--- config.mk ---
export PLATFORM = sky130hd
export DESIGN_NAME = timer_channel_output_irq_ctrl
export DESIGN_NICKNAME = d
export VERILOG_FILES = /design/src/rtl/timer_pkg.sv /design/src/rtl/chan_counter.sv /design/src/rtl/timer_channel_output_irq_ctrl.sv
export SDC_FILE = /design/constraint.sdc
export NUM_CORES = 1
export LEC_CHECK = 0
export BUFFER_PORTS_ARGS = -buffer_cell sky130_fd_sc_hd__buf_4
export CAP_MARGIN = 5
export CORE_ASPECT_RATIO = 1.4
export CORE_MARGIN = 2
export CORE_UTILIZATION = 45
export CTS_CLUSTER_DIAMETER = 150
export DETAILED_ROUTE_END_ITERATION = 16
export PLACE_DENSITY = 0.69
export SYNTH_ARGS = -nofsm -noshare
export SYNTH_HDL_FRONTEND = slang
export SYNTH_SLANG_ARGS = --single-unit
export TNS_END_PERCENT = 10
--- constraint.sdc ---
create_clock -name mclk_i -period 4 [get_ports mclk_i]
set_input_delay 0.4 -clock mclk_i [delete_from_list [all_inputs] [get_ports mclk_i]]
set_output_delay 0.4 -clock mclk_i [all_outputs]
set_load 0.01 [all_outputs]
--- src/rtl/timer_pkg.sv ---
// Shared constants of the timer channel block: register offsets,
// field positions, values after reset and bus answer codes.
// Assumes a 32-bit AXI4-Lite register bus with byte addresses.

package timer_pkg;

   // Byte address width of the register window
   localparam int ADDR_W = 8;

   // Register byte offsets, one aligned word each
   localparam logic [ADDR_W-1:0] OFF_OE    = 8'h00; // timer_output_enable
   localparam logic [ADDR_W-1:0] OFF_OUT   = 8'h04; // Channel output bits
   localparam logic [ADDR_W-1:0] OFF_IFL   = 8'h08; // irq_request_flags_low
   localparam logic [ADDR_W-1:0] OFF_MKL   = 8'h0C; // irq_mask_flags_low
   localparam logic [ADDR_W-1:0] OFF_MKH   = 8'h10; // irq_mask_flags_high
   localparam logic [ADDR_W-1:0] OFF_START = 8'h14; // channel_start_trigger_high
   localparam logic [ADDR_W-1:0] OFF_STOP  = 8'h18; // Channel stop trigger
   localparam logic [ADDR_W-1:0] OFF_MODE  = 8'h1C; // Start mode per channel
   localparam logic [ADDR_W-1:0] OFF_STAT  = 8'h20; // Count enabled status
   localparam logic [ADDR_W-1:0] OFF_PER0  = 8'h24; // Period, channel 0
   localparam logic [ADDR_W-1:0] OFF_CNT0  = 8'h34; // Counter, channel 0
   localparam logic [ADDR_W-1:0] CHAN_STEP = 8'h04; // Stride per channel

   // Bit positions in the request and mask registers
   localparam int IRQ_CH0_BIT  = 7; // chan0 done request / chan0_done_mask
   localparam int IRQ_CH1_BIT  = 6; // chan1_done_request / chan1_done_mask
   localparam int IRQ_EXT0_BIT = 1; // External pin 0 request / ext_pin0_mask
   localparam int MKH_CH1_BIT  = 0; // chan1_low_done_mask

   // Values after reset
   localparam logic [7:0] IFL_RST  = 8'h00; // No pending requests
   localparam logic [7:0] MKL_IMPL = 8'hC2; // Implemented mask bits
   localparam logic [7:0] MKL_RST  = 8'hC2; // All sources masked
   localparam logic [7:0] MKH_FIX  = 8'hF8; // Upper bits read as one
   localparam logic       MKH_RST  = 1'b1;  // chan1_low_done_mask set

   // Count clock divider: system clocks per count clock
   localparam int COUNT_DIV_DEF = 1;

   // AXI response codes
   localparam logic [1:0] RESP_OKAY   = 2'b00;
   localparam logic [1:0] RESP_SLVERR = 2'b10;

endpackage

--- src/rtl/chan_counter.sv ---
// One timer channel counter in interval mode: load, count down,
// reload and pulse done when the count passes zero.
// Assumes go_i and period_i come from registers in the clock domain.

`timescale 1ns/10ps
`default_nettype none

module chan_counter #(
   parameter int PER_W = 8
) (
   input  wire logic             mclk_i,
   input  wire logic             rst_i,
   input  wire logic             ce_i,
   input  wire logic             go_i,     // Channel may count
   input  wire logic             tick_i,   // One count clock
   input  wire logic [PER_W-1:0] period_i, // Reload value
   output var  logic             done_o,   // Interval complete pulse
   output var  logic [PER_W-1:0] count_o   // Current counter value
);

   typedef enum logic [0:0] {S_IDLE, S_RUN} cnt_state_t;

   cnt_state_t       state_q;   // Idle until the first count clock
   logic [PER_W-1:0] ld_q;      // Value loaded last, for checking
   logic [PER_W-1:0] ticks_q;   // Ticks since load or reload

   ////////////////////////////////////////////////////////////////////
   // Counter: first tick loads, then value+1 ticks per interval
   always_ff @(posedge mclk_i or posedge rst_i) begin
      if (rst_i) begin
         state_q <= S_IDLE;
         count_o <= '0;
         done_o  <= 1'b0;
      end else if (ce_i) begin
         done_o <= 1'b0;
         case (state_q)
            S_IDLE: begin
               // Load on a count clock, not on the enable itself
               if (go_i && tick_i) begin
                  count_o <= period_i;
                  state_q <= S_RUN;
               end
            end
            S_RUN: begin
               if (!go_i) begin
                  state_q <= S_IDLE;
               end else if (tick_i) begin
                  if (count_o == '0) begin
                     count_o <= period_i;
                     done_o  <= 1'b1;
                  end else begin
                     count_o <= count_o - 1'b1;
                  end
               end
            end
            default: state_q <= S_IDLE;
         endcase
      end
   end

   ////////////////////////////////////////////////////////////////////
   // Checking helpers: interval length in ticks
   always_ff @(posedge mclk_i or posedge rst_i) begin
      if (rst_i) begin
         ld_q    <= '0;
         ticks_q <= '0;
      end else if (ce_i && tick_i && go_i) begin
         if (state_q == S_IDLE || count_o == '0) begin
            ld_q    <= period_i;
            ticks_q <= '0;
         end else begin
            ticks_q <= ticks_q + 1'b1;
         end
      end
   end

   interval_len_a: assert property (@(posedge mclk_i) disable iff (rst_i)
      (ce_i && tick_i && go_i && state_q == S_RUN && count_o == '0)
      |-> ticks_q == ld_q)
      else $error("interval is not period plus one count clocks");

   reload_done_a: assert property (@(posedge mclk_i) disable iff (rst_i)
      (ce_i && tick_i && go_i && state_q == S_RUN && count_o == '0)
      |=> done_o && count_o == $past(period_i))
      else $error("completion did not reload and pulse done");

endmodule

`default_nettype wire

--- src/rtl/timer_channel_output_irq_ctrl.sv ---
// Timer channel control: periods, output enables, start and stop,
// completion requests with masks, and an AXI4-Lite register slave.
// Assumes one clock, synchronous inputs and a single-beat master.

`timescale 1ns/10ps
`default_nettype none

module timer_channel_output_irq_ctrl
   import timer_pkg::*;
#(
   parameter int NUM_CHAN  = 2,            // 2, or 4 on larger parts
   parameter int PER_W     = 8,            // Period width, up to 8
   parameter int COUNT_DIV = COUNT_DIV_DEF // Clocks per count clock
) (
   input  wire logic              mclk_i,
   input  wire logic              rst_i,
   input  wire logic              ce_i,
   input  wire logic              ext_pin0_i,
   input  wire logic              s_axi_awvalid_i,
   input  wire logic [ADDR_W-1:0] s_axi_awaddr_i,
   output var  logic              s_axi_awready_o,
   input  wire logic              s_axi_wvalid_i,
   input  wire logic [31:0]       s_axi_wdata_i,
   input  wire logic [3:0]        s_axi_wstrb_i,
   output var  logic              s_axi_wready_o,
   output var  logic              s_axi_bvalid_o,
   output var  logic [1:0]        s_axi_bresp_o,
   input  wire logic              s_axi_bready_i,
   input  wire logic              s_axi_arvalid_i,
   input  wire logic [ADDR_W-1:0] s_axi_araddr_i,
   output var  logic              s_axi_arready_o,
   output var  logic              s_axi_rvalid_o,
   output var  logic [31:0]       s_axi_rdata_o,
   output var  logic [1:0]        s_axi_rresp_o,
   input  wire logic              s_axi_rready_i,
   output var  logic [NUM_CHAN-1:0] tout_o,
   output var  logic              irq_o
);

   localparam logic [15:0] DIV_LAST = 16'(COUNT_DIV - 1);

   // Word-aligned address compare, shared by both bus sides
   function automatic logic hit(input logic [ADDR_W-1:0] a,
                                input logic [ADDR_W-1:0] off);
      return a[ADDR_W-1:2] == off[ADDR_W-1:2];
   endfunction

   // Offset of a per-channel register
   function automatic logic [ADDR_W-1:0] chan_off(
      input logic [ADDR_W-1:0] base, input int ch);
      return base + ADDR_W'(ch) * CHAN_STEP;
   endfunction

   logic              aw_q;        // Write address held
   logic [ADDR_W-1:0] awaddr_q;    // Held write address
   logic              w_q;         // Write data held
   logic [7:0]        wdata_q;     // Held low data byte
   logic              wstb_q;      // Low byte lane enabled
   logic              wr_en;       // Write executes this cycle
   logic              wr_ok;       // Write address is mapped
   logic [7:0]        rd_val;      // Read data for araddr
   logic              rd_ok;       // Read address is mapped
   logic [NUM_CHAN-1:0] oe_q;      // timer_output_enable bits
   logic [NUM_CHAN-1:0] en_q;      // Count enabled per channel
   logic [NUM_CHAN-1:0] mode_q;    // 1: wait for ext pin edge
   logic [NUM_CHAN-1:0] trig_q;    // Trigger seen while enabled
   logic [NUM_CHAN-1:0] go;        // Counter may run
   logic [NUM_CHAN-1:0] done;      // Completion pulses
   logic [PER_W-1:0]  period_q [NUM_CHAN]; // Period values
   logic [PER_W-1:0]  count    [NUM_CHAN]; // Counter values
   logic [7:0]        ifl_q;       // irq_request_flags_low
   logic [7:0]        mkl_q;       // irq_mask_flags_low
   logic              mkh_q;       // chan1_low_done_mask
   logic [7:0]        ifl_set;     // Hardware request events
   logic [7:0]        ifl_clr;     // Software write-one clears
   logic              pend;        // Any unmasked request
   logic              ext_prev_q;  // Pin level last cycle
   logic              ext_rise;    // Pin rising edge
   logic [15:0]       div_q;       // Count clock divider
   logic              tick;        // One count clock

   ////////////////////////////////////////////////////////////////////
   // Write address and data channels, taken in either order
   assign wr_en = aw_q && w_q && !s_axi_bvalid_o;

   // Address channel holding register
   always_ff @(posedge mclk_i or posedge rst_i) begin
      if (rst_i) begin
         aw_q            <= 1'b0;
         awaddr_q        <= '0;
         s_axi_awready_o <= 1'b1;
      end else if (ce_i) begin
         if (s_axi_awvalid_i && s_axi_awready_o) begin
            aw_q            <= 1'b1;
            awaddr_q        <= s_axi_awaddr_i;
            s_axi_awready_o <= 1'b0;
         end else if (wr_en) begin
            aw_q            <= 1'b0;
            s_axi_awready_o <= 1'b1;
         end
      end
   end

   // Data channel holding register; registers use the low lane only
   always_ff @(posedge mclk_i or posedge rst_i) begin
      if (rst_i) begin
         w_q            <= 1'b0;
         wdata_q        <= '0;
         wstb_q         <= 1'b0;
         s_axi_wready_o <= 1'b1;
      end else if (ce_i) begin
         if (s_axi_wvalid_i && s_axi_wready_o) begin
            w_q            <= 1'b1;
            wdata_q        <= s_axi_wdata_i[7:0];
            wstb_q         <= s_axi_wstrb_i[0];
            s_axi_wready_o <= 1'b0;
         end else if (wr_en) begin
            w_q            <= 1'b0;
            s_axi_wready_o <= 1'b1;
         end
      end
   end

   // Mapped write addresses; unmapped ones answer SLVERR
   always_comb begin
      wr_ok = hit(awaddr_q, OFF_OE) || hit(awaddr_q, OFF_OUT) ||
              hit(awaddr_q, OFF_IFL) || hit(awaddr_q, OFF_MKL) ||
              hit(awaddr_q, OFF_MKH) || hit(awaddr_q, OFF_START) ||
              hit(awaddr_q, OFF_STOP) || hit(awaddr_q, OFF_MODE) ||
              hit(awaddr_q, OFF_STAT);
      for (int i = 0; i < NUM_CHAN; i++) begin
         if (hit(awaddr_q, chan_off(OFF_PER0, i)) ||
             hit(awaddr_q, chan_off(OFF_CNT0, i))) begin
            wr_ok = 1'b1;
         end
      end
   end

   // Write response, one cycle after both halves are held
   always_ff @(posedge mclk_i or posedge rst_i) begin
      if (rst_i) begin
         s_axi_bvalid_o <= 1'b0;
         s_axi_bresp_o  <= RESP_OKAY;
      end else if (ce_i) begin
         if (wr_en) begin
            s_axi_bvalid_o <= 1'b1;
            s_axi_bresp_o  <= wr_ok ? RESP_OKAY : RESP_SLVERR;
         end else if (s_axi_bready_i) begin
            s_axi_bvalid_o <= 1'b0;
         end
      end
   end

   ////////////////////////////////////////////////////////////////////
   // Read decode from the incoming address
   always_comb begin
      rd_val = 8'h00;
      rd_ok  = 1'b1;
      if (hit(s_axi_araddr_i, OFF_OE)) begin
         rd_val = 8'(oe_q);
      end else if (hit(s_axi_araddr_i, OFF_OUT)) begin
         rd_val = 8'(tout_o);
      end else if (hit(s_axi_araddr_i, OFF_IFL)) begin
         rd_val = ifl_q;
      end else if (hit(s_axi_araddr_i, OFF_MKL)) begin
         rd_val = mkl_q;
      end else if (hit(s_axi_araddr_i, OFF_MKH)) begin
         rd_val = MKH_FIX | 8'(mkh_q);
      end else if (hit(s_axi_araddr_i, OFF_MODE)) begin
         rd_val = 8'(mode_q);
      end else if (hit(s_axi_araddr_i, OFF_STAT)) begin
         rd_val = 8'(en_q);
      end else if (!(hit(s_axi_araddr_i, OFF_START) ||
                     hit(s_axi_araddr_i, OFF_STOP))) begin
         // Trigger registers read zero; the rest is per channel
         rd_ok = 1'b0;
      end
      for (int i = 0; i < NUM_CHAN; i++) begin
         if (hit(s_axi_araddr_i, chan_off(OFF_PER0, i))) begin
            rd_val = 8'(period_q[i]);
            rd_ok  = 1'b1;
         end
         if (hit(s_axi_araddr_i, chan_off(OFF_CNT0, i))) begin
            rd_val = 8'(count[i]);
            rd_ok  = 1'b1;
         end
      end
   end

   // Read channel: data registered at the address handshake
   always_ff @(posedge mclk_i or posedge rst_i) begin
      if (rst_i) begin
         s_axi_arready_o <= 1'b1;
         s_axi_rvalid_o  <= 1'b0;
         s_axi_rdata_o   <= '0;
         s_axi_rresp_o   <= RESP_OKAY;
      end else if (ce_i) begin
         if (s_axi_arvalid_i && s_axi_arready_o) begin
            s_axi_arready_o <= 1'b0;
            s_axi_rvalid_o  <= 1'b1;
            s_axi_rdata_o   <= {24'h000000, rd_val};
            s_axi_rresp_o   <= rd_ok ? RESP_OKAY : RESP_SLVERR;
         end else if (s_axi_rvalid_o && s_axi_rready_i) begin
            s_axi_rvalid_o  <= 1'b0;
            s_axi_arready_o <= 1'b1;
         end
      end
   end

   ////////////////////////////////////////////////////////////////////
   // Configuration registers written by software
   always_ff @(posedge mclk_i or posedge rst_i) begin
      if (rst_i) begin
         oe_q   <= '0;
         mode_q <= '0;
         mkl_q  <= MKL_RST;
         mkh_q  <= MKH_RST;
         for (int i = 0; i < NUM_CHAN; i++) begin
            period_q[i] <= '0;
         end
      end else if (ce_i && wr_en && wstb_q) begin
         if (hit(awaddr_q, OFF_OE)) begin
            oe_q <= wdata_q[NUM_CHAN-1:0];
         end
         if (hit(awaddr_q, OFF_MODE)) begin
            mode_q <= wdata_q[NUM_CHAN-1:0];
         end
         if (hit(awaddr_q, OFF_MKL)) begin
            mkl_q <= wdata_q & MKL_IMPL;
         end
         if (hit(awaddr_q, OFF_MKH)) begin
            mkh_q <= wdata_q[MKH_CH1_BIT];
         end
         for (int i = 0; i < NUM_CHAN; i++) begin
            if (hit(awaddr_q, chan_off(OFF_PER0, i))) begin
               period_q[i] <= wdata_q[PER_W-1:0];
            end
         end
      end
   end

   ////////////////////////////////////////////////////////////////////
   // Count enable: start sets, stop clears, writing zero is a no-op
   always_ff @(posedge mclk_i or posedge rst_i) begin
      if (rst_i) begin
         en_q <= '0;
      end else if (ce_i && wr_en && wstb_q) begin
         for (int i = 0; i < NUM_CHAN; i++) begin
            if (hit(awaddr_q, OFF_START) && wdata_q[i]) begin
               en_q[i] <= 1'b1;
            end else if (hit(awaddr_q, OFF_STOP) && wdata_q[i]) begin
               en_q[i] <= 1'b0;
            end
         end
      end
   end

   ////////////////////////////////////////////////////////////////////
   // Count clock divider and external pin edge
   assign tick     = (div_q == DIV_LAST);
   assign ext_rise = ext_pin0_i && !ext_prev_q;

   always_ff @(posedge mclk_i or posedge rst_i) begin
      if (rst_i) begin
         div_q      <= '0;
         ext_prev_q <= 1'b0;
      end else if (ce_i) begin
         div_q      <= tick ? 16'h0000 : div_q + 16'h0001;
         ext_prev_q <= ext_pin0_i;
      end
   end

   // Triggered mode waits for a pin edge after enabling
   always_ff @(posedge mclk_i or posedge rst_i) begin
      if (rst_i) begin
         trig_q <= '0;
      end else if (ce_i) begin
         trig_q <= en_q & (trig_q | {NUM_CHAN{ext_rise}});
      end
   end

   assign go = en_q & (~mode_q | trig_q);

   ////////////////////////////////////////////////////////////////////
   // Channel counters
   for (genvar g = 0; g < NUM_CHAN; g++) begin : g_chan
      chan_counter #(
         .PER_W    (PER_W)
      ) u_cnt (
         .mclk_i   (mclk_i),
         .rst_i    (rst_i),
         .ce_i     (ce_i),
         .go_i     (go[g]),
         .tick_i   (tick),
         .period_i (period_q[g]),
         .done_o   (done[g]),
         .count_o  (count[g])
      );
   end

   ////////////////////////////////////////////////////////////////////
   // Output bits: timer toggles when enabled, software otherwise
   always_ff @(posedge mclk_i or posedge rst_i) begin
      if (rst_i) begin
         tout_o <= '0;
      end else if (ce_i) begin
         for (int i = 0; i < NUM_CHAN; i++) begin
            if (oe_q[i]) begin
               // Software writes are dropped here
               if (done[i]) begin
                  tout_o[i] <= ~tout_o[i];
               end
            end else if (wr_en && wstb_q && hit(awaddr_q, OFF_OUT)) begin
               tout_o[i] <= wdata_q[i];
            end
         end
      end
   end

   ////////////////////////////////////////////////////////////////////
   // Request flags: hardware set beats a write-one clear
   always_comb begin
      ifl_set               = 8'h00;
      ifl_set[IRQ_CH0_BIT]  = done[0];
      ifl_set[IRQ_CH1_BIT]  = done[1];
      ifl_set[IRQ_EXT0_BIT] = ext_rise;
      ifl_clr = (wr_en && wstb_q && hit(awaddr_q, OFF_IFL)) ?
                wdata_q : 8'h00;
   end

   always_ff @(posedge mclk_i or posedge rst_i) begin
      if (rst_i) begin
         ifl_q <= IFL_RST;
      end else if (ce_i) begin
         ifl_q <= ifl_set | (ifl_q & ~ifl_clr);
      end
   end

   // Channel 1 is blocked by either of its two mask bits
   assign pend = (ifl_q[IRQ_CH0_BIT] && !mkl_q[IRQ_CH0_BIT]) ||
                 (ifl_q[IRQ_CH1_BIT] && !mkl_q[IRQ_CH1_BIT] && !mkh_q) ||
                 (ifl_q[IRQ_EXT0_BIT] && !mkl_q[IRQ_EXT0_BIT]);

   always_ff @(posedge mclk_i or posedge rst_i) begin
      if (rst_i) begin
         irq_o <= 1'b0;
      end else if (ce_i) begin
         irq_o <= pend;
      end
   end

   ////////////////////////////////////////////////////////////////////
   // Checks
   sw_out_taken_a: assert property (@(posedge mclk_i) disable iff (rst_i)
      (ce_i && wr_en && wstb_q && hit(awaddr_q, OFF_OUT) && !oe_q[1])
      |=> tout_o[1] == $past(wdata_q[1]))
      else $error("software output level not taken");

   sw_out_ignored_a: assert property (@(posedge mclk_i) disable iff (rst_i)
      (ce_i && oe_q[1] && !done[1]) |=> $stable(tout_o[1]))
      else $error("enabled output changed without completion");

   timer_toggle_a: assert property (@(posedge mclk_i) disable iff (rst_i)
      (ce_i && oe_q[1] && done[1]) |=> tout_o[1] != $past(tout_o[1]))
      else $error("enabled output did not toggle on completion");

   oe_upper_zero_a: assert property (@(posedge mclk_i) disable iff (rst_i)
      (s_axi_rvalid_o && $rose(s_axi_rvalid_o) &&
       hit($past(s_axi_araddr_i), OFF_OE))
      |-> s_axi_rdata_o[7:NUM_CHAN] == '0)
      else $error("unused enable bits read nonzero");

   done_flag_a: assert property (@(posedge mclk_i) disable iff (rst_i)
      (ce_i && done[1]) |=> ifl_q[IRQ_CH1_BIT])
      else $error("channel 1 completion lost its request");

   mask_block_a: assert property (@(posedge mclk_i) disable iff (rst_i)
      (ce_i && mkl_q == MKL_IMPL && mkh_q) |=> !irq_o)
      else $error("interrupt raised with all sources masked");

   unmasked_irq_a: assert property (@(posedge mclk_i) disable iff (rst_i)
      (ce_i && ifl_q[IRQ_CH0_BIT] && !mkl_q[IRQ_CH0_BIT]) |=> irq_o)
      else $error("unmasked channel 0 request not signalled");

   start_sets_a: assert property (@(posedge mclk_i) disable iff (rst_i)
      (ce_i && wr_en && wstb_q && hit(awaddr_q, OFF_START) && wdata_q[1])
      |=> en_q[1])
      else $error("start trigger did not enable channel 1");

   trig_wait_a: assert property (@(posedge mclk_i) disable iff (rst_i)
      (en_q[1] && mode_q[1] && !trig_q[1]) |=> $stable(count[1]))
      else $error("triggered channel ran before its pin edge");

endmodule

`default_nettype wire

**After elaboration in Yosys (flattened, before gate mapping)**

Index checks and enable logic that the tools add are counted.

- Logic and storage cells: 230
- Register bits after elaboration: 112
- Output and inout bits: 44
- Bits of input ports: 61

- Reductions and logical operators: 74
- Bitwise operators: 12
- $add $sub $neg: 3
- Multiplexer cells: 75
- Equality and inequality tests: 32

Operators by type and width:

| kind | number |
|---|---|
| $mux W8 | 18 |
| $eq A6 B4 Y1 const B | 10 |
| $eq A6 B3 Y1 const B | 8 |
| $mux W1 | 48 |
| $pmux W8 S2 | 2 |
| $reduce_and A2 Y1 | 16 |
| $eq A6 B2 Y1 const B | 4 |
| $logic_and A1 B1 Y1 | 22 |
| $add A16 B1 Y16 const B | 1 |
| $logic_not A16 Y1 | 1 |
| $logic_not A8 Y1 | 2 |
| $mux W16 | 1 |
| $reduce_bool A2 Y1 | 8 |
| $sub A8 B1 Y8 const B | 2 |
| $logic_or A1 B1 Y1 | 13 |
| $eq A6 B1 Y1 const B | 2 |
| $logic_not A6 Y1 | 2 |
| $ne A2 B1 Y1 const B | 5 |
| $and A8 B8 Y8 | 1 |
| $mux W2 | 4 |
| $not A8 Y8 | 1 |
| $or A8 B8 Y8 | 1 |
| $reduce_and A4 Y1 | 2 |
| $logic_not A1 Y1 | 6 |
| other kinds (7) | 16 |

**Depth between registers and ports, before layout**

Gate-level depths: netlist of run 1.

- Depth after elaboration: 15
- Mapped depth: 9
- Gate-level depth less buffers: 7

**Hierarchy**

Synthesis of run 1 repeated with hierarchy kept, for this count alone.

- Cell total of the unflattened synthesis: 575
- Area, all modules: 5720.5 µm²

By module, submodules not included:

| module | times used | area an instance (µm²) | seq. area each (µm²) | cells each |
|---|---|---|---|---|
| timer_channel_output_irq_ctrl | 1 | 4444.3 | 2210.9 | 427 |
| chan_counter | 2 | 638.1 | 250.2 | 74 |

**Least setup slack after synthesis of run 1**

OpenSTA, ideal clock, no wires.

- Path kind: register to register
- Start: register awaddr_q[6]
- End: register oe_q[0]
- Buffers on the path: 0
- Arrival: 1.844 ns
- Setup time: 0.125 ns
- Stages on the path, launching flop included: 5
- Period minus slack after synthesis: 1.969 ns
- Data required time: 3.875 ns
- Path slack: 2.031 ns
- Path through: dfrtp_1 or4b_4 or3_4 nor3_1 mux2_2

- Cells in the longest elaborated chain, start to end: 2

Ends and longest elaborated chain:

| item | RTL line | text |
|---|---|---|
| start, declared | timer_channel_output_irq_ctrl.sv:55 | `logic [ADDR_W-1:0] awaddr_q;` |
| start signal, assigned | timer_channel_output_irq_ctrl.sv:95 | `awaddr_q <= s_axi_awaddr_i;` |
| $logic_not A6 Y1 | timer_channel_output_irq_ctrl.sv:45 | `return a[ADDR_W-1:2] == off[ADDR_W-1:2];` |
| $reduce_and A2 Y1 (no source line) | - |  |
| end signal, assigned | timer_channel_output_irq_ctrl.sv:223 | `oe_q <= wdata_q[NUM_CHAN-1:0];` |
| end, declared | timer_channel_output_irq_ctrl.sv:63 | `logic [NUM_CHAN-1:0] oe_q;` |

Every way passes these cells.
A chain may end at the register's enable or synchronous reset.

**Final worst setup path of run 1**

- Start: register g_chan[0].u_cnt.count_o[3]
- End: register g_chan[0].u_cnt.count_o[5]

- Cells in the longest elaborated chain, start to end: 5
- Elaborated cells on any way between the ends: 6
- Classes of those cells: 1 x add/sub; 4 x mux; 1 x reduce/logical

Ends and longest elaborated chain:

| item | RTL line | text |
|---|---|---|
| start, declared | chan_counter.sv:18 | `output var logic [PER_W-1:0] count_o` |
| start signal, assigned | chan_counter.sv:40 | `count_o <= period_i;` |
| start signal, assigned | chan_counter.sv:49 | `count_o <= period_i;` |
| start signal, assigned | chan_counter.sv:52 | `count_o <= count_o - 1'b1;` |
| $sub A8 B1 Y8 or $logic_not A8 Y1 (tied branches) | chan_counter.sv:52, chan_counter.sv:48 |  |
| $mux W8 * | chan_counter.sv:48 | `if (count_o == '0) begin` |
| $mux W8 * | chan_counter.sv:47 | `end else if (tick_i) begin` |
| $mux W8 * | chan_counter.sv:45 | `if (!go_i) begin` |
| $pmux W8 S2 * | chan_counter.sv:36 | `case (state_q)` |

Mark *: on every way between the ends. The rest lies on a longest branch, timed or not. The select of a mux whose other input is x is not followed.

==> results of run 1 <==
==> stage by stage <==
stage	util	worst slack, ns	std cells
final	0.5139	1.487	750
after detailed placement	0.4857	1.538	734
after floorplan	-	0.7660	585
after global routing	0.5139	1.262	750
after global placement	0.4857	1.584	734
after CTS	0.5139	1.498	750
==> worst reg2reg max path, stage by stage (launching register included) <==
cell and delay (ns):
dfrtp_1 0.47, or4_4 0.61, o41ai_4 0.82, nor2_1 0.15
o21ai_0 0.23, o21ai_0 0.11
==> routing by layer <==
metal | up-vias | part of all wire
met5 | - | 0
met4 | 0 | 0.025
met3 | 24 | 0.043
met2 | 124 | 0.53
met1 | 2142 | 0.40
li1 | 2018 | -
==> final cells by class <==
class                      count  area, sq um  area share
timing repair buffer          49        367.9     0.05843
inverter                      19        73.82     0.01172
tap                          150        187.7     0.02981
clock inverter                 6        116.4     0.01848
clock buffer                  10        229.0     0.03637
sequential                   108         2711      0.4306
multi-input combinational    408         2610      0.4145
==> logic make-up (layout without fill, tap and decap cells) <==
kind of cell    Yosys count  count (layout)  synth area share
simple gates            190             190            0.1821
compound gates          127             127            0.1429
buf+inv                  69              84           0.06553
fa+ha+maj                 6               6           0.01342
xor+xnor                 15              15           0.02349
flops                   108             108            0.4847
other cells               1              26         0.0006703
mux                      44              44           0.08723
==> state kept, by name, summed over array words and instances, names as in the netlist, 3 cells and up <==
signal and flops:
s_axi_rdata_o 8, ifl_q 8, awaddr_q 6, g_chan.u_cnt.count_o 16, mkl_q 3, wdata_q 8
period_q 16, div_q 16
==> worst max path at each step <==
stage | start | endpoint | slack [ns] | cells after the start
after floorplan | rst_i | aw_q | 0.77 | 1
after global routing | g_chan[0].u_cnt.count_o[3] | g_chan[0].u_cnt.count_o[5] | 1.26 | 5
after global placement | ce_i | g_chan[1].u_cnt.count_o[0] | 1.58 | 6
after CTS | g_chan[0].u_cnt.count_o[3] | g_chan[0].u_cnt.count_o[5] | 1.50 | 5
after detailed placement | ce_i | g_chan[1].u_cnt.count_o[0] | 1.54 | 6
final | g_chan[0].u_cnt.count_o[3] | g_chan[0].u_cnt.count_o[5] | 1.49 | 5
==> power by group <==
part	leakage [nW]	switching [W]	internal (W)
combinational	1.35	0.000133	0.0000864
sequential	1.44	0.0000424	0.00113
clock	0.168	0.000417	0.000620
total	2.96	0.000593	0.00183
==> Yosys cell counts, types with 4 or more instances <==
library cell    n  area share
or3_1           9       0.010
and3_1         12       0.013
nor4_1         13       0.015
buf_2           8      0.0072
nand2_1        43       0.029
dfrtp_1       101        0.45
a22oi_1         5      0.0067
xnor2_1        12       0.019
o21ai_0        46       0.041
nor3_1         14       0.013
nand2b_1        6      0.0067
nand3_1        15       0.013
dfstp_2         7       0.033
o31ai_1         4      0.0054
mux2i_1         6       0.011
a21boi_0        6      0.0081
ha_1            6       0.013
nor2_1         47       0.032
a21oi_1        37       0.033
clkbuf_1       14      0.0094
buf_4          26       0.035
mux2_2         38       0.076
inv_1          19       0.013
==> metrics.md, run 1 <==
| Metric | Value |
|---|---|
| CP Launch Type | register |
| DRT iter0 DRCs | 254 |
| Netlist cell types | 64 |
| Fin area | 6296 sq um |
| Number of synthesized flops with an enable pin | 0 |
| Max Cap Viol | 0 |
| Fillers | 1150 |
| Post-CTS Setup Bufs | 0 |
| Core Region | 12250 sq um |
| Global Route Usage Sum | 0.2016 |
| Delay-heaviest family, CP | compound AO/OA/AOI/OAI gates |
| Slowest-stage cell, CP | o41ai_4 |
| R2R cell count | 5 |
| Critical R2R Capture | g_chan[0].u_cnt.count_o[5] |
| Hold WS | 0.1335 ns |
| Met2 Use GR | 0.3550 |
| Worst EP arrival | 2.73 ns |
| Via count | 4308 |
| Final slew viol count | 0 |
| Share of cells above drive strength 1 | 0.2033 |
| FMAX | 397.9 MHz |
| Placed inst area | 5951 sq um |
| Final Power | 0.002424 W |
| Worst-Margin Slew | 0.9993 ns |
| Area grow syn2layout | 12.55% |
| Post-synthesis cell count | 560 |
| Seq/Total Area, Yosys | 0.4847 |
| Commonest cells after routing, fill and taps aside | dfrtp_1, buf_4, nor2_1, o21ai_0, nand2_1 |
| CTS Sinks | 108 |
| DRC | 0 |
| Cell repeated most along the worst path | o21ai_0 |
| P per Cell Area | 385.1 nW/um^2 |
| Met3 Use GR | 0.03445 |
| Antenna violations before repair | 0 |
| Post-DRT Antenna Nets | 0 |
| Mapped Avg Cell Area | 9.989 sq um |
| CTS Buf Count | 9 |
| Placer congestion estimate | 0.8808 |
| Status | complete, no violations |
| Clock Skew | 0.009684 ns |
| Initial Util | 0.4566 |
| Worst-skew pair later-pin latency | 0.35 ns |
| Maximum vdd drop | 0.2293 mV |
| Grt peak-use layer | met2 |
| I/O Pins | 105 |
| Fin crit share | 0.6283 |
| Die width | 98.23 microns |
| Unrepaired setup endpoints after global routing | false |
| Area of the mapped netlist | 5594 sq um |
| Leak pwr | 2.958 nW |
| Grt ovf | 0 |
| Rows | 48 |
| Longest Clk Path Bufs | 2 |
| Minimum clock period | 2.513 ns |
| Die Y | 135.9 microns |
| First-pass GRT wire length | 21330 microns |
| Critical path endpoint category | register |
| CTS Hold Bufs | 0 |
| Vias in the first global route | 4253 |
| Final setup TNS | 0 ns |
| Total die area | 13350 sq um |
| WS Path Type | reg2reg |
| Global routing usage on met1 | 0.2454 |
| Rel. slew slack | 0.3316 |
| CTS tree | yes |
| Critical path buffers and inverters | 0 |
| Worst path max stage delay | 0.82 ns |
| Clk root buf | clkbuf_16 |
| Asr flop ratio synth | 1.000 |
| Largest net degree at the start of global routing | 51 |
| R2R setup slack | 1.49 ns |
| Tightest Hold Check Type | in2async |
| Vias/cell | 5.744 |
| Hpwl dp | 9370 microns |
| Diode count | 0 |
| Nets@finish | 662 |
| Crit-path cells | or4_4 > o41ai_4 > nor2_1 > o21ai_0 > o21ai_0 |
| Clk slew on worst S/H paths | 0.08 ns |
| H-Tree Depth | 3 |
| CP max FO | 22 |
| FF-to-FF Start | g_chan[0].u_cnt.count_o[3] |
| DRT Pass-1 Iters | 5 |
| YS warnings | 0 |
| I/O Buffers | 47 |
| Synthesis-stage register bit count | 108 |
| Hold Vio Cnt, Final | 0 |
| Detailed Route WL | 12930 microns |
| WP data required | 4.22 ns |
| PostCTS Resize Cnt | 0 |
| Top FF cell, synth | dfrtp_1 |
| Commonest non-fill, non-tap cell in the layout | dfrtp_1 |
| Final setup violation count | 0 |
| DR WL/cell | 17.24 microns |
(Power assumes the default switching activity.)
==> run 2, diff against run 1 <==
--- a/config.mk
+++ b/config.mk
@@ -5,6 +5,7 @@
 export SDC_FILE = /design/constraint.sdc
 export NUM_CORES = 1
 export LEC_CHECK = 0
+export ABC_AREA = 1
 export BUFFER_PORTS_ARGS = -buffer_cell sky130_fd_sc_hd__buf_4
 export CAP_MARGIN = 5
 export CORE_ASPECT_RATIO = 1.4
==> constraint.sdc (replaced) <==
create_clock -name mclk_i -period 2.6 [get_ports mclk_i]
set_input_delay 0.26 -clock mclk_i [delete_from_list [all_inputs] [get_ports mclk_i]]
set_output_delay 0.26 -clock mclk_i [all_outputs]
set_load 0.01 [all_outputs]
==> metrics.md, run 2 <==
| Metric | Value |
|---|---|
| WP data required | 2.82 ns (was 4.22 ns) |
| Biggest regs | div_q: 16 flops, g_chan.u_cnt.count_o: 16 flops, period_q: 16 flops (unchanged) |
| Number of synthesized flops with an enable pin | 0 (unchanged) |
| Final slew viol count | 0 (unchanged) |
| CTS tree | yes (unchanged) |
| I/O Buffers | 47 (unchanged) |
| Inst Count DP | 906 (was 734) |
| DRC | 0 (unchanged) |
| Top cells by area, synth | dfrtp_1, nand2_1, o21ai_0 (was dfrtp_1, mux2_2, o21ai_0) |
| YS warnings | 0 (unchanged) |
| Share of cells above drive strength 1 | 0.1456 (was 0.2033) |
| Mapped Avg Cell Area | 8.210 sq um (was 9.989 sq um) |
| Main combinational cell family by area after synthesis | simple AND/OR/NAND/NOR gates (unchanged) |
| Final cell count without fillers | 922 (was 750) |
| Maximum vdd drop | 0.4710 mV (was 0.2293 mV) |
| Largest net degree at the start of global routing | 35 (was 51) |
| H-Tree Depth | 3 (unchanged) |
| Minimum clock period | 1.975 ns (was 2.513 ns) |
| Leak pwr | 3.327 nW (was 2.958 nW) |
| Max Cap Viol | 0 (unchanged) |
| Diode count | 0 (unchanged) |
| Total die area | 13970 sq um (was 13350 sq um) |
| Asr flop ratio synth | 1.000 (unchanged) |
| Clk root buf | clkbuf_16 (unchanged) |
| Core Region | 12810 sq um (was 12250 sq um) |
| WS Path Type | reg2reg (unchanged) |
| Critical path endpoint category | register (unchanged) |
| Final setup TNS | 0 ns (unchanged) |
| Util after Layout | 0.5158 (was 0.5139) |
| Grt ovf | 0 (unchanged) |
| Seq/Total Area, Yosys | 0.4625 (was 0.4847) |
| Tightest Hold Check Type | in2async (unchanged) |
| CP Launch Type | register (unchanged) |
| I/O Pins | 105 (unchanged) |
| XOR/XNOR Fraction of Synth Area | 0.02540 (was 0.02348) |
| Final setup violation count | 0 (unchanged) |
| Initial Util | 0.4575 (was 0.4566) |
| DRT iter0 DRCs | 340 (was 254) |
| Top cell type's share of synthesized area | 0.4312 (was 0.4518) |
| Rel. slew slack | 0.4889 (was 0.3316) |
| PostCTS Resize Cnt | 0 (unchanged) |
| Adder-cell share of the synthesized area | 0.01281 (was 0.01342) |
| Area of the mapped netlist | 5862 sq um (was 5594 sq um) |
| Count leader, synth | nand2_1 (was dfrtp_1) |
| Unrepaired setup endpoints after global routing | false (unchanged) |
| Fin crit share | 0.7596 (was 0.6283) |
| Clk slew on worst S/H paths | 0.07 ns (was 0.08 ns) |
| Nets@finish | 831 (was 662) |
| Antenna violations before repair | 0 (unchanged) |
| Die Y | 139.0 microns (was 135.9 microns) |
| FMAX | 506.3 MHz (was 397.9 MHz) |
| Vias in the first global route | 4695 (was 4253) |
| Placer congestion estimate | 0.8891 (was 0.8808) |
| Commonest non-fill, non-tap cell in the layout | nand2_1 (was dfrtp_1) |
| Worst-skew pair later-pin latency | 0.35 ns (about the same) |
| DRT Pass-1 Iters | 5 (unchanged) |
| Worst EP arrival | 2.20 ns (was 2.73 ns) |
| Hold Vio Cnt, Final | 0 (unchanged) |
| Clock Skew | 0.006530 ns (was 0.009684 ns) |
| Area grow syn2layout | 12.74% (was 12.55%) |
| Longest Clk Path Bufs | 2 (unchanged) |
| CTS Hold Bufs | 0 (unchanged) |
| First-pass GRT wire length | 22310 microns (was 21330 microns) |
| Simple-gate area share of the yosys netlist | 0.2542 (was 0.1821) |
| Biggest area consumer among synthesized cells | dfrtp_1 (unchanged) |
| Rows | 49 (was 48) |
| Status | complete, no violations (unchanged) |
| Post-CTS Setup Bufs | 0 (unchanged) |
| Global Route Usage Sum | 0.2004 (was 0.2016) |
| Mux contribution to synthesized area | 0.01750 (was 0.08723) |
| DR WL/cell | 14.16 microns (was 17.24 microns) |
| Hold WS | 0.02933 ns (was 0.1335 ns) |
| Commonest cells after routing, fill and taps aside | nand2_1, dfrtp_1, o21ai_0, inv_1, buf_4 (was dfrtp_1, buf_4, nor2_1, o21ai_0, nand2_1) |
| Commonest cells post-synth | nand2_1, dfrtp_1, o21ai_0, inv_1, nor2_1 (was dfrtp_1, nor2_1, o21ai_0, nand2_1, mux2_2) |
| CTS Sinks | 108 (unchanged) |
| Hpwl dp | 9947 microns (was 9370 microns) |
| Post-synthesis compound-gate area fraction | 0.1229 (was 0.1429) |
| Via count | 4710 (was 4308) |
| Synthesis-stage register bit count | 108 (unchanged) |
| Worst-Margin Slew | 0.7650 ns (was 0.9993 ns) |
| Detailed Route WL | 13050 microns (was 12930 microns) |
| CTS Buf Count | 9 (unchanged) |
| CP max FO | 8 (was 22) |
| Netlist cell types | 47 (was 64) |
| Post-synthesis cell count | 714 (was 560) |
| Die width | 100.5 microns (was 98.23 microns) |
| Post-DRT Antenna Nets | 0 (unchanged) |
| Vias/cell | 5.108 (was 5.744) |
| Top FF cell, synth | dfrtp_1 (unchanged) |
| Fillers | 1214 (was 1150) |
| P per Cell Area | 761.7 nW/um^2 (was 385.1 nW/um^2) |
## run 2: cell types whose count changed in the layout (fill, tap and decap cells not counted), moves of 13 or more
| cell | before | now |
|---|---|---|
| nand3_1 | 15 | 30 |
| nand4_1 | 3 | 18 |
| o21ai_0 | 46 | 86 |
| mux2_2 | 38 | 2 |
| xor2_1 | 3 | 16 |
| nand2_1 | 43 | 177 |
| inv_1 | 18 | 83 |
| a21oi_1 | 37 | 18 |
## run 2: layer usage
metal  track usage  up-vias  share of wire  routed length (microns)
met5             0        -              0                        0
li1              -     2374              -                        -
met4       0.08580        0          0.030                      393
met1        0.2471     2185           0.42                     5446
met3       0.03226       27          0.035                      458
met2        0.3437      124           0.52                     6753
## run 2: logic make-up after synthesis
kind of cell               Yosys count
AOI/OAI and AO/OA                  132
xor gates and xnor gates            17
adders and majority gates            6
buffers and inverters              130
DFF                                108
muxes                               10
other                                1
and+or+nand+nor                    310
## run 2: path summary, 6_finish.rpt
| check | startpoint | to | slack (ns) | depth (start not counted) |
|---|---|---|---|---|
| worst min register to register | aw_q | aw_q | 0.47 | 2 |
| max in group asynchronous | rst_i | s_axi_wready_o | 1.76 | 3 |
| min in group mclk_i | s_axi_awaddr_i[7] | awaddr_q[7] | 0.10 | 3 |
| worst max register to register | div_q[0] | g_chan[1].u_cnt.count_o[6] | 0.63 | 9 |
| worst max-delay path | div_q[0] | g_chan[1].u_cnt.count_o[6] | 0.63 | 9 |
| worst min-delay path | rst_i | s_axi_rvalid_o | 0.03 | 2 |
## run 2: power breakdown
part	total [W]	switching, W	leakage, nW	internal, W
Sequential	0.00237	0.000295	1.38	0.00208
Clock	0.00144	0.000647	0.154	0.000794
Combinational	0.00122	0.000759	1.80	0.000464
## run 2: layout make-up
class	instances	area, sq um	area share
clock buffer	10	239.0	0.03616
timing repair buffer	52	402.9	0.06096
clock inverter	6	77.57	0.01174
sequential	108	2711	0.4103
inverter	92	351.6	0.05320
tap	153	191.4	0.02897
multi-input combinational	501	2635	0.3987
## run 2: per-stage QoR
step	power (W)	cell area (sq um)	setup WS (ns)
after floorplan	0.003207	5959	0.9711
after global routing	0.005382	6609	0.4256
after detailed placement	0.003630	6292	0.5795
after global placement	0.003581	6292	0.6064
after CTS	0.005073	6609	0.5838
final	0.005034	6609	0.6250
## run 2: worst max-delay path, cell delays in order (launching register included)
cell and delay, ns:
dfrtp_1 0.39, inv_1 0.17, ha_1 0.17, inv_1 0.07, nor3_1 0.14, nand4_1 0.24, a21oi_1 0.26, nand2_1 0.20
nand2_1 0.10, o21ai_0 0.09
==> run 3, diff against run 2 <==
--- a/config.mk
+++ b/config.mk
@@ -13,7 +13,7 @@
 export CORE_UTILIZATION = 45
 export CTS_CLUSTER_DIAMETER = 150
 export DETAILED_ROUTE_END_ITERATION = 16
-export PLACE_DENSITY = 0.69
+export PLACE_DENSITY = 0.71
 export SYNTH_ARGS = -nofsm -noshare
 export SYNTH_HDL_FRONTEND = slang
 export SYNTH_SLANG_ARGS = --single-unit
==> constraint.sdc (replaced) <==
create_clock -name mclk_i -period 1.6 [get_ports mclk_i]
set_input_delay 0.16 -clock mclk_i [delete_from_list [all_inputs] [get_ports mclk_i]]
set_output_delay 0.16 -clock mclk_i [all_outputs]
set_load 0.01 [all_outputs]
==> metrics.md, run 3 (synthesized netlist as in run 2, its figures left out) <==
| Metric | Value |
|---|---|
| Global routing usage on met1 | 0.2436 (was 0.2471) |
| Status | finished, violations left (was complete, no violations) |
| Worst EP arrival | 1.92 ns (was 2.20 ns) |
| Clk slew on worst S/H paths | 0.07 ns (about the same) |
| Share of cells above drive strength 1 | 0.2408 (was 0.1456) |
| Largest net degree at the start of global routing | 52 (was 35) |
| P per Cell Area | 1167 nW/um^2 (was 761.7 nW/um^2) |
| Commonest cells after routing, fill and taps aside | nand2_1, buf_4, dfrtp_1, o21ai_0, inv_1 (was nand2_1, dfrtp_1, o21ai_0, inv_1, buf_4) |
| Biggest regs | div_q: 16 flops, g_chan.u_cnt.count_o: 16 flops, period_q: 16 flops (unchanged) |
| Area grow syn2layout | 23.44% (was 12.74%) |
| Nets@finish | 901 (was 831) |
| I/O Buffers | 47 (unchanged) |
| Commonest non-fill, non-tap cell in the layout | nand2_1 (unchanged) |
| Max Cap Viol | 0 (unchanged) |
| FMAX | 594.2 MHz (was 506.3 MHz) |
| Placed inst area | 6803 sq um (was 6292 sq um) |
| Leak pwr | 3.677 nW (was 3.327 nW) |
| Unrepaired setup endpoints after global routing | true (was false) |
| Fin area | 7236 sq um (was 6609 sq um) |
| Fin crit share | 1.052 (was 0.7596) |
| Final setup violation count | 14 (was 0) |
| Clk root buf | clkbuf_16 (unchanged) |
| Gate power share | 0.299 (was 0.243) |
| Post-DRT Antenna Nets | 0 (unchanged) |
| Hpwl dp | 11130 microns (was 9947 microns) |
| DRT Pass-1 Iters | 5 (unchanged) |
| First-pass GRT wire length | 23520 microns (was 22310 microns) |
| Antenna violations before repair | 0 (unchanged) |
| Initial Util | 0.4575 (unchanged) |
| Fillers | 1165 (was 1214) |
| Diode count | 0 (unchanged) |
| Clock Skew | 0.006480 ns (was 0.006530 ns) |
| Met3 Use GR | 0.03931 (was 0.03226) |
| Vias in the first global route | 5052 (was 4695) |
| CP Launch Type | register (unchanged) |
| Met2 Use GR | 0.3850 (was 0.3437) |
| Placer congestion estimate | 0.8888 (was 0.8891) |
| Internal | 0.005512 W (was 0.003334 W) |
| DR WL/cell | 14.51 microns (was 14.16 microns) |
| Die Y | 139.0 microns (unchanged) |
| Grt peak-use layer | met2 (unchanged) |
| Core Region | 12810 sq um (unchanged) |
| Vias/cell | 5.110 (was 5.108) |
| I/O Pins | 105 (unchanged) |
| Maximum vdd drop | 0.8044 mV (was 0.4710 mV) |
| H-Tree Depth | 3 (unchanged) |
| Grt ovf | 0 (unchanged) |
| CTS Sinks | 108 (unchanged) |
| Final WS setup | -0.08296 ns (was 0.6250 ns) |
| Tightest Hold Check Type | in2reg (was in2async) |
| Hold_sp | s_axi_wdata_i[6] |
| Clock share of power | 0.247 (was 0.286) |
| Switching power | 0.002930 W (was 0.001700 W) |
| Worst-skew pair later-pin latency | 0.35 ns (about the same) |
| CTS tree | yes (unchanged) |
| Total die area | 13970 sq um (unchanged) |
| Detailed Route WL | 14400 microns (was 13050 microns) |
| DRT iter0 DRCs | 217 (was 340) |
| Final slew viol count | 0 (unchanged) |
| Minimum clock period | 1.683 ns (was 1.975 ns) |
| CTS Buf Count | 9 (unchanged) |
| Global Route Usage Sum | 0.2154 (was 0.2004) |
| Die width | 100.5 microns (unchanged) |
| Util after Layout | 0.5647 (was 0.5158) |
| Seq pwr share | 0.454 (was 0.471) |
| DRC | 0 (unchanged) |
| Rows | 49 (unchanged) |
| WP data required | 1.84 ns (was 2.82 ns) |
| Longest Clk Path Bufs | 2 (unchanged) |
| Hold Vio Cnt, Final | 0 (unchanged) |
| WS Path Type | reg2reg (unchanged) |
| Via count | 5069 (was 4710) |
| Failing checks | setup timing |
| Sw Share | 0.3471 (was 0.3378) |
| Worst Setup SP | div_q[1] (was div_q[0]) |
| Critical path endpoint category | register (unchanged) |
| CP max FO | 8 (unchanged) |
| FF-to-FF Start | div_q[1] (was div_q[0]) |
[run 3: cell types whose count changed in the layout (fill, tap and decap cells not counted), sizes merged]
cell         change
buf             +66
clkinv           +5
dlygate4sd3      +4
inv              -3
bufinv           -1
clkinvlp         -1
[run 3: power groups by stage]
| stage | Clock (W) | Combinational, W | Sequential, W |
|---|---|---|---|
| 2_1_floorplan | 0 | 0.00138 | 0.00383 |
| 4_1_cts | 0.00212 | 0.00247 | 0.00382 |
| 3_3_place_gp | 0 | 0.00238 | 0.00385 |
| 5_1_grt | 0.00223 | 0.00283 | 0.00391 |
| 6_report | 0.00209 | 0.00252 | 0.00384 |
| 3_5_place_dp | 0 | 0.00244 | 0.00386 |
[run 3: metal layers]
metal,wire length [microns],part of all wire
met2,7751,0.54
met1,5553,0.39
met5,0,0
met4,540,0.038
met3,549,0.038
[run 3: layout make-up]
cell class	instances	area, sq um	share of cell area
clock inverters	6	41.29	0.005706
flip-flops and latches	108	2713	0.3749
well taps	153	191.4	0.02646
repair buffers	122	983.4	0.1359
clock buffers	10	229.0	0.03164
multi-input cells	501	2724	0.3764
inverters	92	354.1	0.04894
[run 3: worst max-delay path, cell delays in order, from the launching register on]
cell and delay (ns):
dfrtp_1 0.39, inv_2 0.08, ha_4 0.14, inv_4 0.04, nor3_4 0.13, nand4_1 0.24
a21oi_2 0.23, nand2_2 0.14, nand2_1 0.09, o21ai_0 0.07
[run 3: timing repair]
item	in CTS	in global routing
setup buffers	2	1
pin swaps	3	11
endpoints found under the setup margin	16	46
hold endpoints to repair	81	0
hold buffers	4	0
resized for setup	13	26
[run 3: worst paths after layout]
check / to / slack [ns] / cells past startpoint
worst max-delay path: g_chan[1].u_cnt.count_o[3] / -0.08 / 9
worst min-delay path: wdata_q[6] / 0.008 / 3
worst max register to register: g_chan[1].u_cnt.count_o[3] / -0.08 / 9
worst min register to register: s_axi_rdata_o[3] / 0.48 / 2
max in group asynchronous: div_q[3] / 0.74 / 5
min in group asynchronous: s_axi_rvalid_o / 0.27 / 3
[run 3: metrics by stage]
step                      setup TNS [ns]  setup slack [ns]  power [W]  cells  hold WS, ns
after CTS                        -0.1650          -0.03513   0.008408    991     0.002710
final                            -0.6028          -0.08296   0.008442    992     0.007567
after global placement           -0.7159           -0.1107   0.006223    969      0.07241
after global routing              -3.440           -0.2236   0.008976    992      0.01441
after floorplan                 -0.06406          -0.02894   0.005212    739       0.2696
after detailed placement          -1.046           -0.1420   0.006299    969      0.07280
